--- src/hdl/spimsp_pkg.sv ---
/*
 * Constants, types and carriers shared by the serial port unit and its buffer.
 * Assumes a single 50 MHz peripheral clock and a synchronous active-high reset.
 */
package spimsp_pkg;

	localparam int             DATA_W      = 8;
	localparam int             RXBUF_DEPTH = 2;
	localparam int             CLK_HZ      = 50_000_000;
	localparam logic [7:0]     SREG_RST    = 8'h00;
	localparam logic [3:0]     LAST_PHASE  = 4'hF;
	localparam logic [3:0]     LAST_BIT    = 4'h7;
	localparam logic [3:0]     BIT_COUNT   = 4'h8;
	// Master clock divisors selected by the prescaler field; double speed halves them.
	localparam logic [7:0]     PRESC_DIV [4] = '{8'h04, 8'h10, 8'h40, 8'h80};

	typedef enum logic [1:0] {
		ST_IDLE  = 2'b00,
		ST_LEAD  = 2'b01,
		ST_SHIFT = 2'b10
	} spimsp_state_t;

	typedef struct packed {
		logic       enable;
		logic       bufMode;
		logic       lsbFirst;
		logic       clk2x;
		logic [1:0] presc;
		logic       ssDisable;
	} spimsp_cfg_t;

	// Port direction set by software, one means output.
	typedef struct packed {
		logic mosi;
		logic miso;
		logic sck;
		logic ss;
	} spimsp_dir_t;

	typedef struct packed {
		logic out;
		logic oe;
	} spimsp_pin_t;

endpackage

--- src/hdl/spimsp_buf.sv ---
/*
 * Small FIFO with valid and ready on both sides, used as the receive buffer.
 * Assumes one clock and a synchronous active-high reset.
 */
`timescale 1ns/1ps
module spimsp_buf
	import spimsp_pkg::*;
#(
	parameter int WIDTH = DATA_W,
	parameter int DEPTH = RXBUF_DEPTH
) (
	// Clock and reset.
	input  wire logic             clock,
	input  wire logic             rst,
	// Filling side.
	input  wire logic             inValid,
	output logic                  inReady,
	input  wire logic [WIDTH-1:0] inData,
	// Draining side.
	output logic                  outValid,
	input  wire logic             outReady,
	output logic      [WIDTH-1:0] outData
);

	localparam int PW = (DEPTH > 1) ? $clog2(DEPTH) : 1;

	if (WIDTH < 1 || DEPTH < 2) begin : g_check
		$error("spimsp_buf needs WIDTH of at least 1 and DEPTH of at least 2");
	end

	logic [WIDTH-1:0] mem [DEPTH];
	logic [PW-1:0]    wrPtr_r;
	logic [PW-1:0]    rdPtr_r;
	logic [PW:0]      count_r;
	wire              push = inValid && inReady;
	wire              pop  = outValid && outReady;

	assign inReady  = (count_r != (PW+1)'(DEPTH));
	assign outValid = (count_r != '0);
	assign outData  = mem[rdPtr_r];

	always_ff @(posedge clock) begin
		if (push) begin
			mem[wrPtr_r] <= inData;
		end
	end

	always_ff @(posedge clock) begin
		if (rst) begin
			wrPtr_r <= '0;
			rdPtr_r <= '0;
			count_r <= '0;
		end else begin
			if (push) begin
				wrPtr_r <= (wrPtr_r == PW'(DEPTH - 1)) ? '0 : wrPtr_r + 1'b1;
			end
			if (pop) begin
				rdPtr_r <= (rdPtr_r == PW'(DEPTH - 1)) ? '0 : rdPtr_r + 1'b1;
			end
			count_r <= count_r + (PW+1)'(push) - (PW+1)'(pop);
		end
	end

endmodule

--- src/hdl/spimsp_top.sv ---
/*
 * Master or slave serial peripheral port with one 8-bit shift register,
 * normal and buffered data modes, pin direction overrides and debug halt.
 * Assumes pin inputs synchronous to the clock except the slave serial clock,
 * which is resynchronised here; the software side is a set of plain ports.
 */
`timescale 1ns/1ps
// Contract
// Master pulls select low before any serial clock pulse.
// Master sends on MOSI, slave on MISO, both directions at once.
// One 8-bit shift register moves a bit out and in per clock.
// Data write loads shift register in normal mode, transmit buffer in buffered.
// Data read returns first receive buffer normally, second when buffered.
// As master the unit makes the serial clock itself.
// As slave the incoming serial clock is synchronised and its edges used.
// Enabled slave forces MOSI, SCK, SS to inputs; master forces MISO input.
// Software-directed pins take unit output when output, plain input otherwise.
// Slave MISO output drives while select low, floats while select high.
// Unit runs during run-time debug but halts when the processor is halted.
// Bit order selectable, LSB first or MSB first.
// Master clock rates selectable, double speed reaching clock divided by two.
// A finished byte exchange sets an end-of-transmission flag.
// Writes colliding with a transfer set the write collision flag.
// Transfers and the flag keep working during idle sleep.
// Master write starts eight-bit transfer, done flag set after last bit.
// Master with select input low becomes slave and sets done flag.
// Normal-mode write during a transfer corrupts data and flags collision.
// Slave with select high ignores clock pulses and captures nothing.
// Role or bit-order change mid-transfer aborts it and restarts cleanly.
module spimsp_top
	import spimsp_pkg::*;
(
	// Clock and reset.
	input  wire logic              clock,
	input  wire logic              rst,
	// Software configuration and port directions.
	input  wire spimsp_cfg_t       cfg,
	input  wire spimsp_dir_t       portDir,
	input  wire logic              roleWrite,
	input  wire logic              roleWrData,
	// Software data access.
	input  wire logic              dataWrite,
	input  wire logic [DATA_W-1:0] wrData,
	input  wire logic              dataRead,
	output logic      [DATA_W-1:0] rdData_r,
	output logic                   rxAvail_r,
	output logic                   txEmpty_r,
	// Status.
	output logic                   masterRole_r,
	output logic                   doneFlag_r,
	output logic                   wrColFlag_r,
	input  wire logic              doneClr,
	input  wire logic              wrColClr,
	// Debug.
	input  wire logic              dbgHalt,
	input  wire logic              dbgRun,
	// Pins.
	input  wire logic              mosiIn,
	input  wire logic              misoIn,
	input  wire logic              sckIn,
	input  wire logic              ssIn,
	output spimsp_pin_t            mosiDrv_r,
	output spimsp_pin_t            misoDrv_r,
	output spimsp_pin_t            sckDrv_r,
	output spimsp_pin_t            ssDrv_r
);

	function automatic logic [DATA_W-1:0] shiftIn(input logic [DATA_W-1:0] s,
		input logic b, input logic lsb);
		shiftIn = lsb ? {b, s[DATA_W-1:1]} : {s[DATA_W-2:0], b};
	endfunction

	spimsp_state_t     state_r;
	spimsp_state_t     state_nxt;
	logic [6:0]        divCnt_r;
	logic [3:0]        phase_r;
	logic [3:0]        slvCnt_r;
	logic [DATA_W-1:0] sreg_r;
	logic [DATA_W-1:0] sreg_nxt;
	logic [DATA_W-1:0] txBuf_r;
	logic              txBufFull_r;
	logic [DATA_W-1:0] firstRx_r;
	logic              firstFull_r;
	logic              inLatch_r;
	logic              sckS1_r;
	logic              sckS2_r;
	logic              sckS3_r;
	logic [1:0]        cfgKey_r;
	logic              bufInReady;
	logic              bufOutValid;
	logic [DATA_W-1:0] bufOutData;

	// Idle sleep gates nothing here, so the unit finishes and flags while asleep.
	wire run      = !(dbgHalt && !dbgRun);
	wire isMaster = masterRole_r && cfg.enable;
	wire isSlave  = !masterRole_r && cfg.enable;
	wire ssSense  = isMaster && !cfg.ssDisable && !portDir.ss;
	wire modeFault = run && ssSense && !ssIn;
	wire abort    = (cfgKey_r != {masterRole_r, cfg.lsbFirst});

	wire [7:0] divSel  = PRESC_DIV[cfg.presc] >> cfg.clk2x;
	wire [6:0] halfLen = divSel[7:1];
	wire       tick    = run && (state_r != ST_IDLE) && (divCnt_r == halfLen - 7'd1);
	wire       mRise   = tick && (state_r == ST_SHIFT) && !phase_r[0];
	wire       mFall   = tick && (state_r == ST_SHIFT) && phase_r[0];
	wire       mDone   = mFall && (phase_r == LAST_PHASE);

	wire sRise     = sckS2_r && !sckS3_r;
	wire sFall     = !sckS2_r && sckS3_r;
	wire slvActive = run && isSlave && !ssIn;
	wire slvRise   = slvActive && sRise;
	wire slvFall   = slvActive && sFall && (slvCnt_r != 4'h0);
	wire sDone     = slvRise && (slvCnt_r == LAST_BIT);

	wire               xferDone = (mDone || sDone) && !abort;
	wire               inBit    = isMaster ? misoIn : mosiIn;
	wire [DATA_W-1:0]  rxByte   = sDone ? shiftIn(sreg_r, inBit, cfg.lsbFirst)
	                                    : shiftIn(sreg_r, inLatch_r, cfg.lsbFirst);
	wire               outBit   = cfg.lsbFirst ? sreg_r[0] : sreg_r[DATA_W-1];
	// MOSI follows the next shift value, so it moves with the falling clock edge.
	wire               outNext  = cfg.lsbFirst ? sreg_nxt[0] : sreg_nxt[DATA_W-1];
	wire               busy     = (state_r != ST_IDLE) || (slvCnt_r != 4'h0);

	wire wrNormal = dataWrite && !cfg.bufMode;
	wire wrBuf    = dataWrite && cfg.bufMode && !txBufFull_r;
	wire wrColSet = dataWrite && (cfg.bufMode ? txBufFull_r : busy);
	wire startM   = isMaster && (state_r == ST_IDLE) && !abort &&
	                (cfg.bufMode ? (run && txBufFull_r && bufInReady) : wrNormal);
	wire slvLoad  = run && isSlave && cfg.bufMode && txBufFull_r && (slvCnt_r == 4'h0) &&
	                !slvRise;
	wire bufLoad  = (startM && cfg.bufMode) || slvLoad;
	wire doneSet  = xferDone || modeFault;
	wire bufPush  = xferDone && cfg.bufMode;
	wire bufPop   = dataRead && cfg.bufMode;

	spimsp_buf #(
		.WIDTH (DATA_W),
		.DEPTH (RXBUF_DEPTH)
	) u_rxBuf (
		.clock    (clock),
		.rst      (rst),
		.inValid  (bufPush),
		.inReady  (bufInReady),
		.inData   (rxByte),
		.outValid (bufOutValid),
		.outReady (bufPop),
		.outData  (bufOutData)
	);

	always_comb begin
		state_nxt = state_r;
		case (state_r)
			ST_IDLE: begin
				if (startM) begin
					state_nxt = ST_LEAD;
				end
			end
			ST_LEAD: begin
				if (tick) begin
					state_nxt = ST_SHIFT;
				end
			end
			ST_SHIFT: begin
				if (mDone) begin
					state_nxt = ST_IDLE;
				end
			end
			default: begin
				state_nxt = ST_IDLE;
			end
		endcase
		if (abort || !isMaster || modeFault) begin
			state_nxt = ST_IDLE;
		end
	end

	always_comb begin
		sreg_nxt = sreg_r;
		if (wrNormal) begin
			sreg_nxt = wrData;
		end else if (bufLoad) begin
			sreg_nxt = txBuf_r;
		end else if (xferDone) begin
			sreg_nxt = rxByte;
		end else if (mFall || slvFall) begin
			sreg_nxt = shiftIn(sreg_r, inLatch_r, cfg.lsbFirst);
		end
	end

	always_ff @(posedge clock) begin
		if (rst) begin
			state_r  <= ST_IDLE;
			divCnt_r <= 7'h00;
			phase_r  <= 4'h0;
			slvCnt_r <= 4'h0;
			cfgKey_r <= 2'h0;
		end else begin
			state_r  <= state_nxt;
			cfgKey_r <= {masterRole_r, cfg.lsbFirst};
			divCnt_r <= (state_r == ST_IDLE || tick) ? 7'h00 : (run ? divCnt_r + 7'd1 : divCnt_r);
			if (state_r != ST_SHIFT || abort) begin
				phase_r <= 4'h0;
			end else if (tick) begin
				phase_r <= phase_r + 4'h1;
			end
			if (!slvActive || abort || sDone) begin
				slvCnt_r <= 4'h0;
			end else if (slvRise) begin
				slvCnt_r <= slvCnt_r + 4'h1;
			end
		end
	end

	always_ff @(posedge clock) begin
		if (rst) begin
			sreg_r    <= SREG_RST;
			inLatch_r <= 1'b0;
			sckS1_r   <= 1'b0;
			sckS2_r   <= 1'b0;
			sckS3_r   <= 1'b0;
		end else begin
			sckS1_r <= sckIn;
			sckS2_r <= sckS1_r;
			sckS3_r <= sckS2_r;
			sreg_r  <= sreg_nxt;
			if (mRise || slvRise) begin
				inLatch_r <= inBit;
			end
		end
	end

	always_ff @(posedge clock) begin
		if (rst) begin
			txBuf_r      <= SREG_RST;
			txBufFull_r  <= 1'b0;
			firstRx_r    <= SREG_RST;
			firstFull_r  <= 1'b0;
			masterRole_r <= 1'b0;
			doneFlag_r   <= 1'b0;
			wrColFlag_r  <= 1'b0;
		end else begin
			if (wrBuf) begin
				txBuf_r <= wrData;
			end
			txBufFull_r <= wrBuf || (txBufFull_r && !bufLoad);
			if (xferDone && !cfg.bufMode) begin
				firstRx_r <= rxByte;
			end
			firstFull_r  <= (xferDone && !cfg.bufMode) || (firstFull_r && !dataRead);
			masterRole_r <= modeFault ? 1'b0 : (roleWrite ? roleWrData : masterRole_r);
			doneFlag_r   <= doneSet || (doneFlag_r && !doneClr);
			wrColFlag_r  <= wrColSet || (wrColFlag_r && !wrColClr);
		end
	end

	always_ff @(posedge clock) begin
		if (rst) begin
			rdData_r  <= SREG_RST;
			rxAvail_r <= 1'b0;
			txEmpty_r <= 1'b1;
			mosiDrv_r <= '0;
			misoDrv_r <= '0;
			sckDrv_r  <= '0;
			ssDrv_r   <= '{out: 1'b1, oe: 1'b0};
		end else begin
			rdData_r  <= cfg.bufMode ? bufOutData : firstRx_r;
			rxAvail_r <= cfg.bufMode ? bufOutValid : firstFull_r;
			txEmpty_r <= !txBufFull_r;
			mosiDrv_r <= '{out: outNext, oe: isMaster && portDir.mosi};
			sckDrv_r  <= '{out: mRise || (sckDrv_r.out && !mFall && state_r == ST_SHIFT),
			               oe: isMaster && portDir.sck};
			ssDrv_r   <= '{out: (state_r == ST_IDLE), oe: isMaster && portDir.ss};
			misoDrv_r <= '{out: outBit, oe: isSlave && portDir.miso && !ssIn};
		end
	end

	// Helper count of master clock rises within one transfer.
	logic [3:0] riseCnt_r;
	always_ff @(posedge clock) begin
		if (rst || startM) begin
			riseCnt_r <= 4'h0;
		end else if (mRise) begin
			riseCnt_r <= riseCnt_r + 4'h1;
		end
	end
endmodule

--- config.mk ---
export PLATFORM = sky130hd
export DESIGN_NAME = spimsp_top
export DESIGN_NICKNAME = d
export VERILOG_FILES = /design/src/hdl/spimsp_pkg.sv /design/src/hdl/spimsp_buf.sv /design/src/hdl/spimsp_top.sv
export SDC_FILE = /design/constraint.sdc
export NUM_CORES = 1
export LEC_CHECK = 0
export ABC_AREA = 0
export ABC_CLOCK_PERIOD_IN_PS = 3600
export BUFFER_PORTS_ARGS = -buffer_cell sky130_fd_sc_hd__buf_2
export CORE_AREA = 5 5 129 131
export DETAILED_ROUTE_END_ITERATION = 6
export DIE_AREA = 0 0 134 136
export SLEW_MARGIN = 20
export SYNTH_ARGS = -nofsm -noshare
export SYNTH_HDL_FRONTEND = slang
export SYNTH_HIERARCHICAL = 1
export SYNTH_SLANG_ARGS = --single-unit
--- constraint.sdc ---
create_clock -name clock -period 3.6 [get_ports clock]
set_clock_uncertainty 0.2 [all_clocks]
set_input_delay 0.36 -clock clock [delete_from_list [all_inputs] [get_ports clock]]
set_output_delay 0.36 -clock clock [all_outputs]
set_load 0.1 [all_outputs]
==> flow_metrics.env, run 1 <==
export IMPL_status="completed"
export IMPL_fin_tns_setup_ps=0
export IMPL_critPathKind="register to register"
export IMPL_finalWorstSetupSlack_ps=431
export IMPL_synth_top_area_share_pct=37.1
export IMPL_ys_top_cells_by_count="75 x dfxtp_1, 58 x nor2_1, 34 x mux2i_1, 17 x mux2_2"
export IMPL_area_growth_pct=19.4
export IMPL_postCtsSetupBuffers=0
export IMPL_dieArea_um2=18200
export IMPL_cp_required_ps=3620
export IMPL_drt_initial_drc_count=210
export IMPL_cts_root_buffer="clkbuf_16"
export IMPL_ir_worst_vdd_v=0.000290
export IMPL_cts_tree="done"
export IMPL_path_clk_slew_ps=70
export IMPL_p_total_mw=2.19
export IMPL_avgSynthCellArea_um2=10.1
export IMPL_routabilityCongestion=0.833
export IMPL_synth_edf_count=16
export IMPL_die_y_um=136
export IMPL_routed_wl_um=9450
export IMPL_p_leak_nw=2.02
export IMPL_path_depth=12
export IMPL_rsz0062_at_grt="no"
export IMPL_p_per_area_nw_per_um2=453
export IMPL_slowest_stage="or4_1"
export IMPL_place_ws_ps=317
export IMPL_synth_compound_area_share_pct=10.2
export IMPL_grt_ovfl_total=0
export IMPL_postPlaceCellArea_um2=4520
export IMPL_clockBufferDepth=2
export IMPL_grt_max_degree=30
export IMPL_drt_drc_violations_left=0
export IMPL_start_kind="register"
export IMPL_fin_nets=493
export IMPL_ant_nets=0
export IMPL_async_flop_share_pct=0
export IMPL_ys_seq_area_share_pct=49.0
export IMPL_relSlewSlack_pct=49.0
export IMPL_grt_usage_pct=11.1
export IMPL_syn_cell_area_um2=4040
export IMPL_crit_chain="nor2_1 -> or4_1 -> a211o_1 -> o41a_1 -> nor3_1 -> buf_4 -> nand3_1 -> o21ai_0 -> nor2_1 -> ha_1 -> nor4_1 -> nor3_1"
export IMPL_maxCapViolCount=0
export IMPL_yosysWarnings=6
export IMPL_fill_cells=1569
export IMPL_cts_sinks=91
export IMPL_setup_viol=0
export IMPL_htreeDepth=3
export IMPL_synth_fp_nets=440
export IMPL_final_hold_viol_count=0
export IMPL_max_freq_mhz=316
export IMPL_via_count=3088
export IMPL_finalCriticalPeriod_ps=3170
export IMPL_end_kind="register"
export IMPL_synth_most_common_cell="dfxtp_1"
export IMPL_syn_inst=402
export IMPL_synth_simple_area_share_pct=19.9
export IMPL_cp_data_arrival_time_ps=3190
export IMPL_cts_hold_buf=1
export IMPL_cts_inserted_buffers=9
export IMPL_cp_top_family="simple AND/OR/NAND/NOR gates"
export IMPL_fp_row_count=46
export IMPL_layout_drive_gt1_share_pct=21.5
export IMPL_worstRegToRegCells=12
export IMPL_io_pins=54
export IMPL_dieWidth_um=134
export IMPL_crit_fanout=8
export IMPL_min_path_cells=2
export IMPL_firstDrtPassIters=4
export IMPL_wire_per_inst_um=14.5
export IMPL_final_period_utilization_pct=88.0
export IMPL_hpwl_um=7080
export IMPL_ys_ff_latch=91
export IMPL_slew_violations=0
export IMPL_clk_latency_ps=350
export IMPL_yosys_area_share_adder_pct=1.55
export IMPL_antenna_found_initial=1
export IMPL_whs_ps=11.8
export IMPL_synthXorXnorAreaFrac_pct=3.47
export IMPL_initial_core_util_pct=26.1
export IMPL_yosysUniqueCellTypes=59
export IMPL_yosysTopAreaCell="dfxtp_1"
export IMPL_vias_per_cell=4.74
export IMPL_io_buffer_count=53
export IMPL_crit_buf_inv=1
export IMPL_grt_pass1_vias=3176
export IMPL_cp_slowest_stage_delay_ps=470
export IMPL_synth_top_family_by_area="simple AND/OR/NAND/NOR gates"
export IMPL_tightest_slew_ps=764
export IMPL_hp_class="input port to register"
export IMPL_n_antenna_cell=0
export IMPL_core_area_um2=15500
export IMPL_synth_area_leaders="dfxtp_1 37%, edfxtp_1 12%, mux2i_1 8.4%, nor2_1 5.4%, mux2_2 4.7%"
export IMPL_final_area_um2=4830
export IMPL_grt_pass1_wl_um=15900
export IMPL_synth_ff_type="dfxtp_1"
export IMPL_synth_mux_area_share_pct=13.1
export IMPL_cts_resized=0
## metal layers
metal / track usage [%] / vias up / part of all wire, %
li1: - / 1548 / -
met2: 17.3 / 67 / 46
met4: 4.29 / 2 / 1.8
met3: 4.18 / 14 / 5.9
met5: 0 / - / 0.14
met1: 13.9 / 1457 / 46
## metrics by stage
step | utilization, % | instances
floorplan | - | 402
global placement | 29.2 | 635
detailed placement | 29.2 | 635
CTS | 31.2 | 652
global route | 31.2 | 652
finish | 31.2 | 652
## sequential cells by signal, summed over array words and instances (netlist names), 2 cells and up, named ones only
signal           flops
cfgKey_r             2
divCnt_r             7
firstRx_r            8
misoDrv_r            2
mosiDrv_r            2
phase_r              4
rdData_r             8
sckDrv_r             2
slvCnt_r             4
sreg_r               8
ssDrv_r              2
state_r              2
txBuf_r              8
u_rxBuf/count_r      2
u_rxBuf/mem         16
## kinds of logic (layout without fill, tap and decap cells)
family / Yosys count / in the layout
AOI/OAI and AO/OA: 56 / 56
xor gates and xnor gates: 16 / 16
adders and majority gates: 5 / 5
buffers and inverters: 28 / 86
DFF: 91 / 91
muxes: 51 / 51
and+or+nand+nor: 155 / 155
## cell type report
class	instances	area [um2]	share of cell area [%]
sequential	91	1980	41.0
multi-input combinational	283	1950	40.4
timing repair buffer	59	313	6.48
clock buffer	10	250	5.18
tap	192	240	4.97
clock inverter	6	52.6	1.09
inverter	11	41.3	0.855
## report_power, final
part,leakage (nW),switching [mW],internal (mW)
combinational,1.11,0.119,0.0603
sequential,0.763,0.0116,1.05
clock,0.143,0.425,0.521
total,2.02,0.556,1.63
## worst reg2reg max path, delay by kind of cell (launching register included)
kind            cells  cell delay [ps]
compound gates      3              850
fa+ha+maj           1              190
buf+inv             1              170
flops               1              420
simple gates        7             1210
## final timing paths
check | from | to | slack (ps)
max | state_r[1]$_SDFFE_PP0P_ | u_rxBuf/count_r[1]$_SDFF_PP0_ | 430
min reg2reg | sckS1_r$_SDFF_PP0_ | sckS2_r$_SDFF_PP0_ | 250
min | portDir[3] | mosiDrv_r[0]$_SDFF_PP0_ | 10
max reg2reg | state_r[1]$_SDFFE_PP0P_ | u_rxBuf/count_r[1]$_SDFF_PP0_ | 430
## cells in the final DEF (no fill, tap or decap), types with 2 or more instances in the layout
cell type    n
o21ai_0      8
mux2i_1     34
a2111oi_0    2
nand2b_1     8
nor3_1      12
inv_1       11
a21oi_1     10
and3_1       3
buf_4        5
xor2_1      11
or4_1        2
nor4b_1      2
nor2b_1     12
and2_1       5
or3_1        4
o31ai_1      2
nand3b_1     7
buf_2       53
clkinvlp_4   2
nand4_1      8
ha_1         5
edfxtp_1    16
a211o_1      2
a22oi_1      6
o22ai_1      8
xnor2_1      5
nor2_1      58
nand2_1     16
dfxtp_1     75
clkbuf_16   10
nand3_1      2
inv_6        2
mux2_2      17
or2_2        3
nor4_1       6
No activity file was read; power rests on OpenSTA's default activity.
==> run 2, diff against run 1 <==
- REMOVE_ABC_BUFFERS: unset -> 1
==> flow_metrics.env, run 2 (synthesis results as in run 1) <==
export IMPL_r2r_end="u_rxBuf/count_r[1]$_SDFF_PP0_"
export IMPL_r2r_start="state_r[1]$_SDFFE_PP0P_"
export IMPL_slowest_stage="or4_1"
export IMPL_start_kind="register"
export IMPL_die_y_um=136
export IMPL_postCtsSetupBuffers=0
export IMPL_grt_max_degree=40
export IMPL_status="completed"
export IMPL_end_kind="register"
export IMPL_antenna_found_initial=0
export IMPL_fin_tns_setup_ps=0
export IMPL_clkPwrFrac_pct=42.1
export IMPL_endpoint="u_rxBuf/count_r[1]$_SDFF_PP0_"
export IMPL_clockBufferDepth=2
export IMPL_rsz0062_at_grt="no"
export IMPL_vias_per_cell=4.72
export IMPL_worstRegToRegCells=12
export IMPL_dieArea_um2=18200
export IMPL_path_depth=12
export IMPL_htreeDepth=3
export IMPL_min_path_cells=2
export IMPL_grt_ovfl_total=0
export IMPL_final_hold_viol_count=0
export IMPL_cts_root_buffer="clkbuf_16"
export IMPL_critPathKind="register to register"
export IMPL_core_area_um2=15500
export IMPL_dieWidth_um=134
export IMPL_fin_nets=495
export IMPL_fp_row_count=46
export IMPL_area_growth_pct=19.4
export IMPL_cp_slowest_stage_delay_ps=470
export IMPL_cp_required_ps=3610
export IMPL_initial_core_util_pct=26.1
export IMPL_io_buffer_count=53
export IMPL_rrSetupSlack_ps=390
export IMPL_slew_violations=0
export IMPL_final_period_utilization_pct=89.2
export IMPL_wire_per_inst_um=14.8
export IMPL_grt_pass1_vias=3196
export IMPL_cts_tree="done"
export IMPL_p_switching_mw=0.531
export IMPL_hp_class="input port to register"
export IMPL_top_register="u_rxBuf/mem"
export IMPL_io_pins=54
export IMPL_setup_viol=0
export IMPL_cts_hold_buf=0
export IMPL_utilization_pct=31.2
export IMPL_cp_data_arrival_time_ps=3230
export IMPL_largest_register_ff_count=16
export IMPL_final_area_um2=4830
export IMPL_routed_wl_um=9690
export IMPL_p_leak_nw=2.03
export IMPL_max_freq_mhz=311
export IMPL_grt_usage_pct=11.2
export IMPL_p_seq_share_pct=49.5
export IMPL_tightest_slew_ps=639
export IMPL_path_clk_slew_ps=60
export IMPL_drt_drc_violations_left=0
export IMPL_multiInputGateArea_um2=1950
export IMPL_critical_path_startpoint="state_r[1]$_SDFFE_PP0P_"
export IMPL_finalCriticalPeriod_ps=3210
export IMPL_relSlewSlack_pct=57.2
export IMPL_n_antenna_cell=0
export IMPL_intPower_mw=1.62
export IMPL_maxCapViolCount=0
export IMPL_cts_inserted_buffers=9
export IMPL_final_cell_mix="75 x dfxtp_1, 58 x nor2_1, 53 x buf_2"
export IMPL_hpwl_um=7170
export IMPL_top_layer="met4"
export IMPL_fill_cells=1584
export IMPL_grt_pass1_wl_um=16100
export IMPL_p_total_mw=2.15
export IMPL_register_area_um2=1980
export IMPL_cts_sinks=91
export IMPL_postPlaceCellArea_um2=4540
export IMPL_wl_met2_um=4540
export IMPL_ir_worst_vdd_v=0.000203
export IMPL_drt_initial_drc_count=174
export IMPL_firstDrtPassIters=4
export IMPL_met1Wirelength_um=4340
export IMPL_routabilityCongestion=0.858
export IMPL_crit_fanout=8
export IMPL_cp_top_family="simple AND/OR/NAND/NOR gates"
export IMPL_routed_wl_met3_um=633
export IMPL_comb_power_share_pct=8.4
export IMPL_clk_latency_ps=340
export IMPL_via_count=3086
export IMPL_crit_chain="nor2_1 -> or4_1 -> a211o_1 -> o41a_1 -> nor3_1 -> buf_4 -> nand3_1 -> o21ai_0 -> nor2_1 -> ha_1 -> nor4_1 -> nor3_1"
export IMPL_cts_resized=0
export IMPL_layout_drive_gt1_share_pct=21.6
export IMPL_p_sw_share_pct=24.7
export IMPL_ant_nets=0
export IMPL_crit_buf_inv=1
export IMPL_p_per_area_nw_per_um2=446
export IMPL_layout_commonest_cell="dfxtp_1"
-- run 2: cell types whose count changed in the layout (fill, tap and decap cells not counted) --
cell / change
clkbuf_8: +2
clkinv_4: -1
clkinvlp_4: -1
dlygate4sd3_1: -1
buf_4: +3
clkbuf_16: -1
inv_6: -1
clkinv_1: +2
-- run 2: worst min-delay path by stage --
stage / to / start
3_3_place_gp: sckS2_r$_SDFF_PP0_ / sckS1_r$_SDFF_PP0_
3_5_place_dp: sckS2_r$_SDFF_PP0_ / sckS1_r$_SDFF_PP0_
6_report: mosiDrv_r[0]$_SDFF_PP0_ / portDir[3]
4_1_cts: mosiDrv_r[0]$_SDFF_PP0_ / portDir[3]
2_1_floorplan: txEmpty_r$_SDFF_PP1_ / txBufFull_r$_SDFF_PP0_
5_1_grt: mosiDrv_r[0]$_SDFF_PP0_ / portDir[3]
-- run 2: power groups by stage --
stage               registers, mW  clock network [mW]  logic [mW]
finish                       1.06               0.907       0.180
global route                 1.07               0.989       0.197
CTS                          1.06               0.940       0.181
detailed placement           1.09                   0       0.180
global placement             1.09                   0       0.177
floorplan                    1.13                   0      0.0698
-- run 2: final cells by class --
class | instances | area share [%]
sequential | 91 | 41.1
multi-input combinational | 283 | 40.4
timing repair buffer | 61 | 6.74
clock buffer | 11 | 5.24
tap | 192 | 4.98
inverter | 11 | 0.855
clock inverter | 5 | 0.726
-- run 2: metrics by stage --
step | cells | setup slack, ps | hold WS [ps]
floorplan | 385 | 243 | 212
global placement | 638 | 381 | 224
detailed placement | 638 | 302 | 222
CTS | 654 | 435 | 3.56
global route | 654 | 214 | 7.29
finish | 654 | 389 | 20.2
-- run 2: worst reg2reg max path: stages (launching register included) --
cell     delay (ps)
dfxtp_1         430
nor2_1           90
or4_1           470
a211o_1         370
o41a_1          400
nor3_1          150
buf_4           170
nand3_1          70
o21ai_0          90
nor2_1           60
ha_1            190
nor4_1          300
nor3_1           80
-- run 2: layer usage --
metal | global-route usage, % | vias to the layer above
met5 | 0 | -
met4 | 4.06 | 0
met3 | 3.96 | 14
met2 | 18.1 | 71
met1 | 13.7 | 1449
li1 | - | 1552
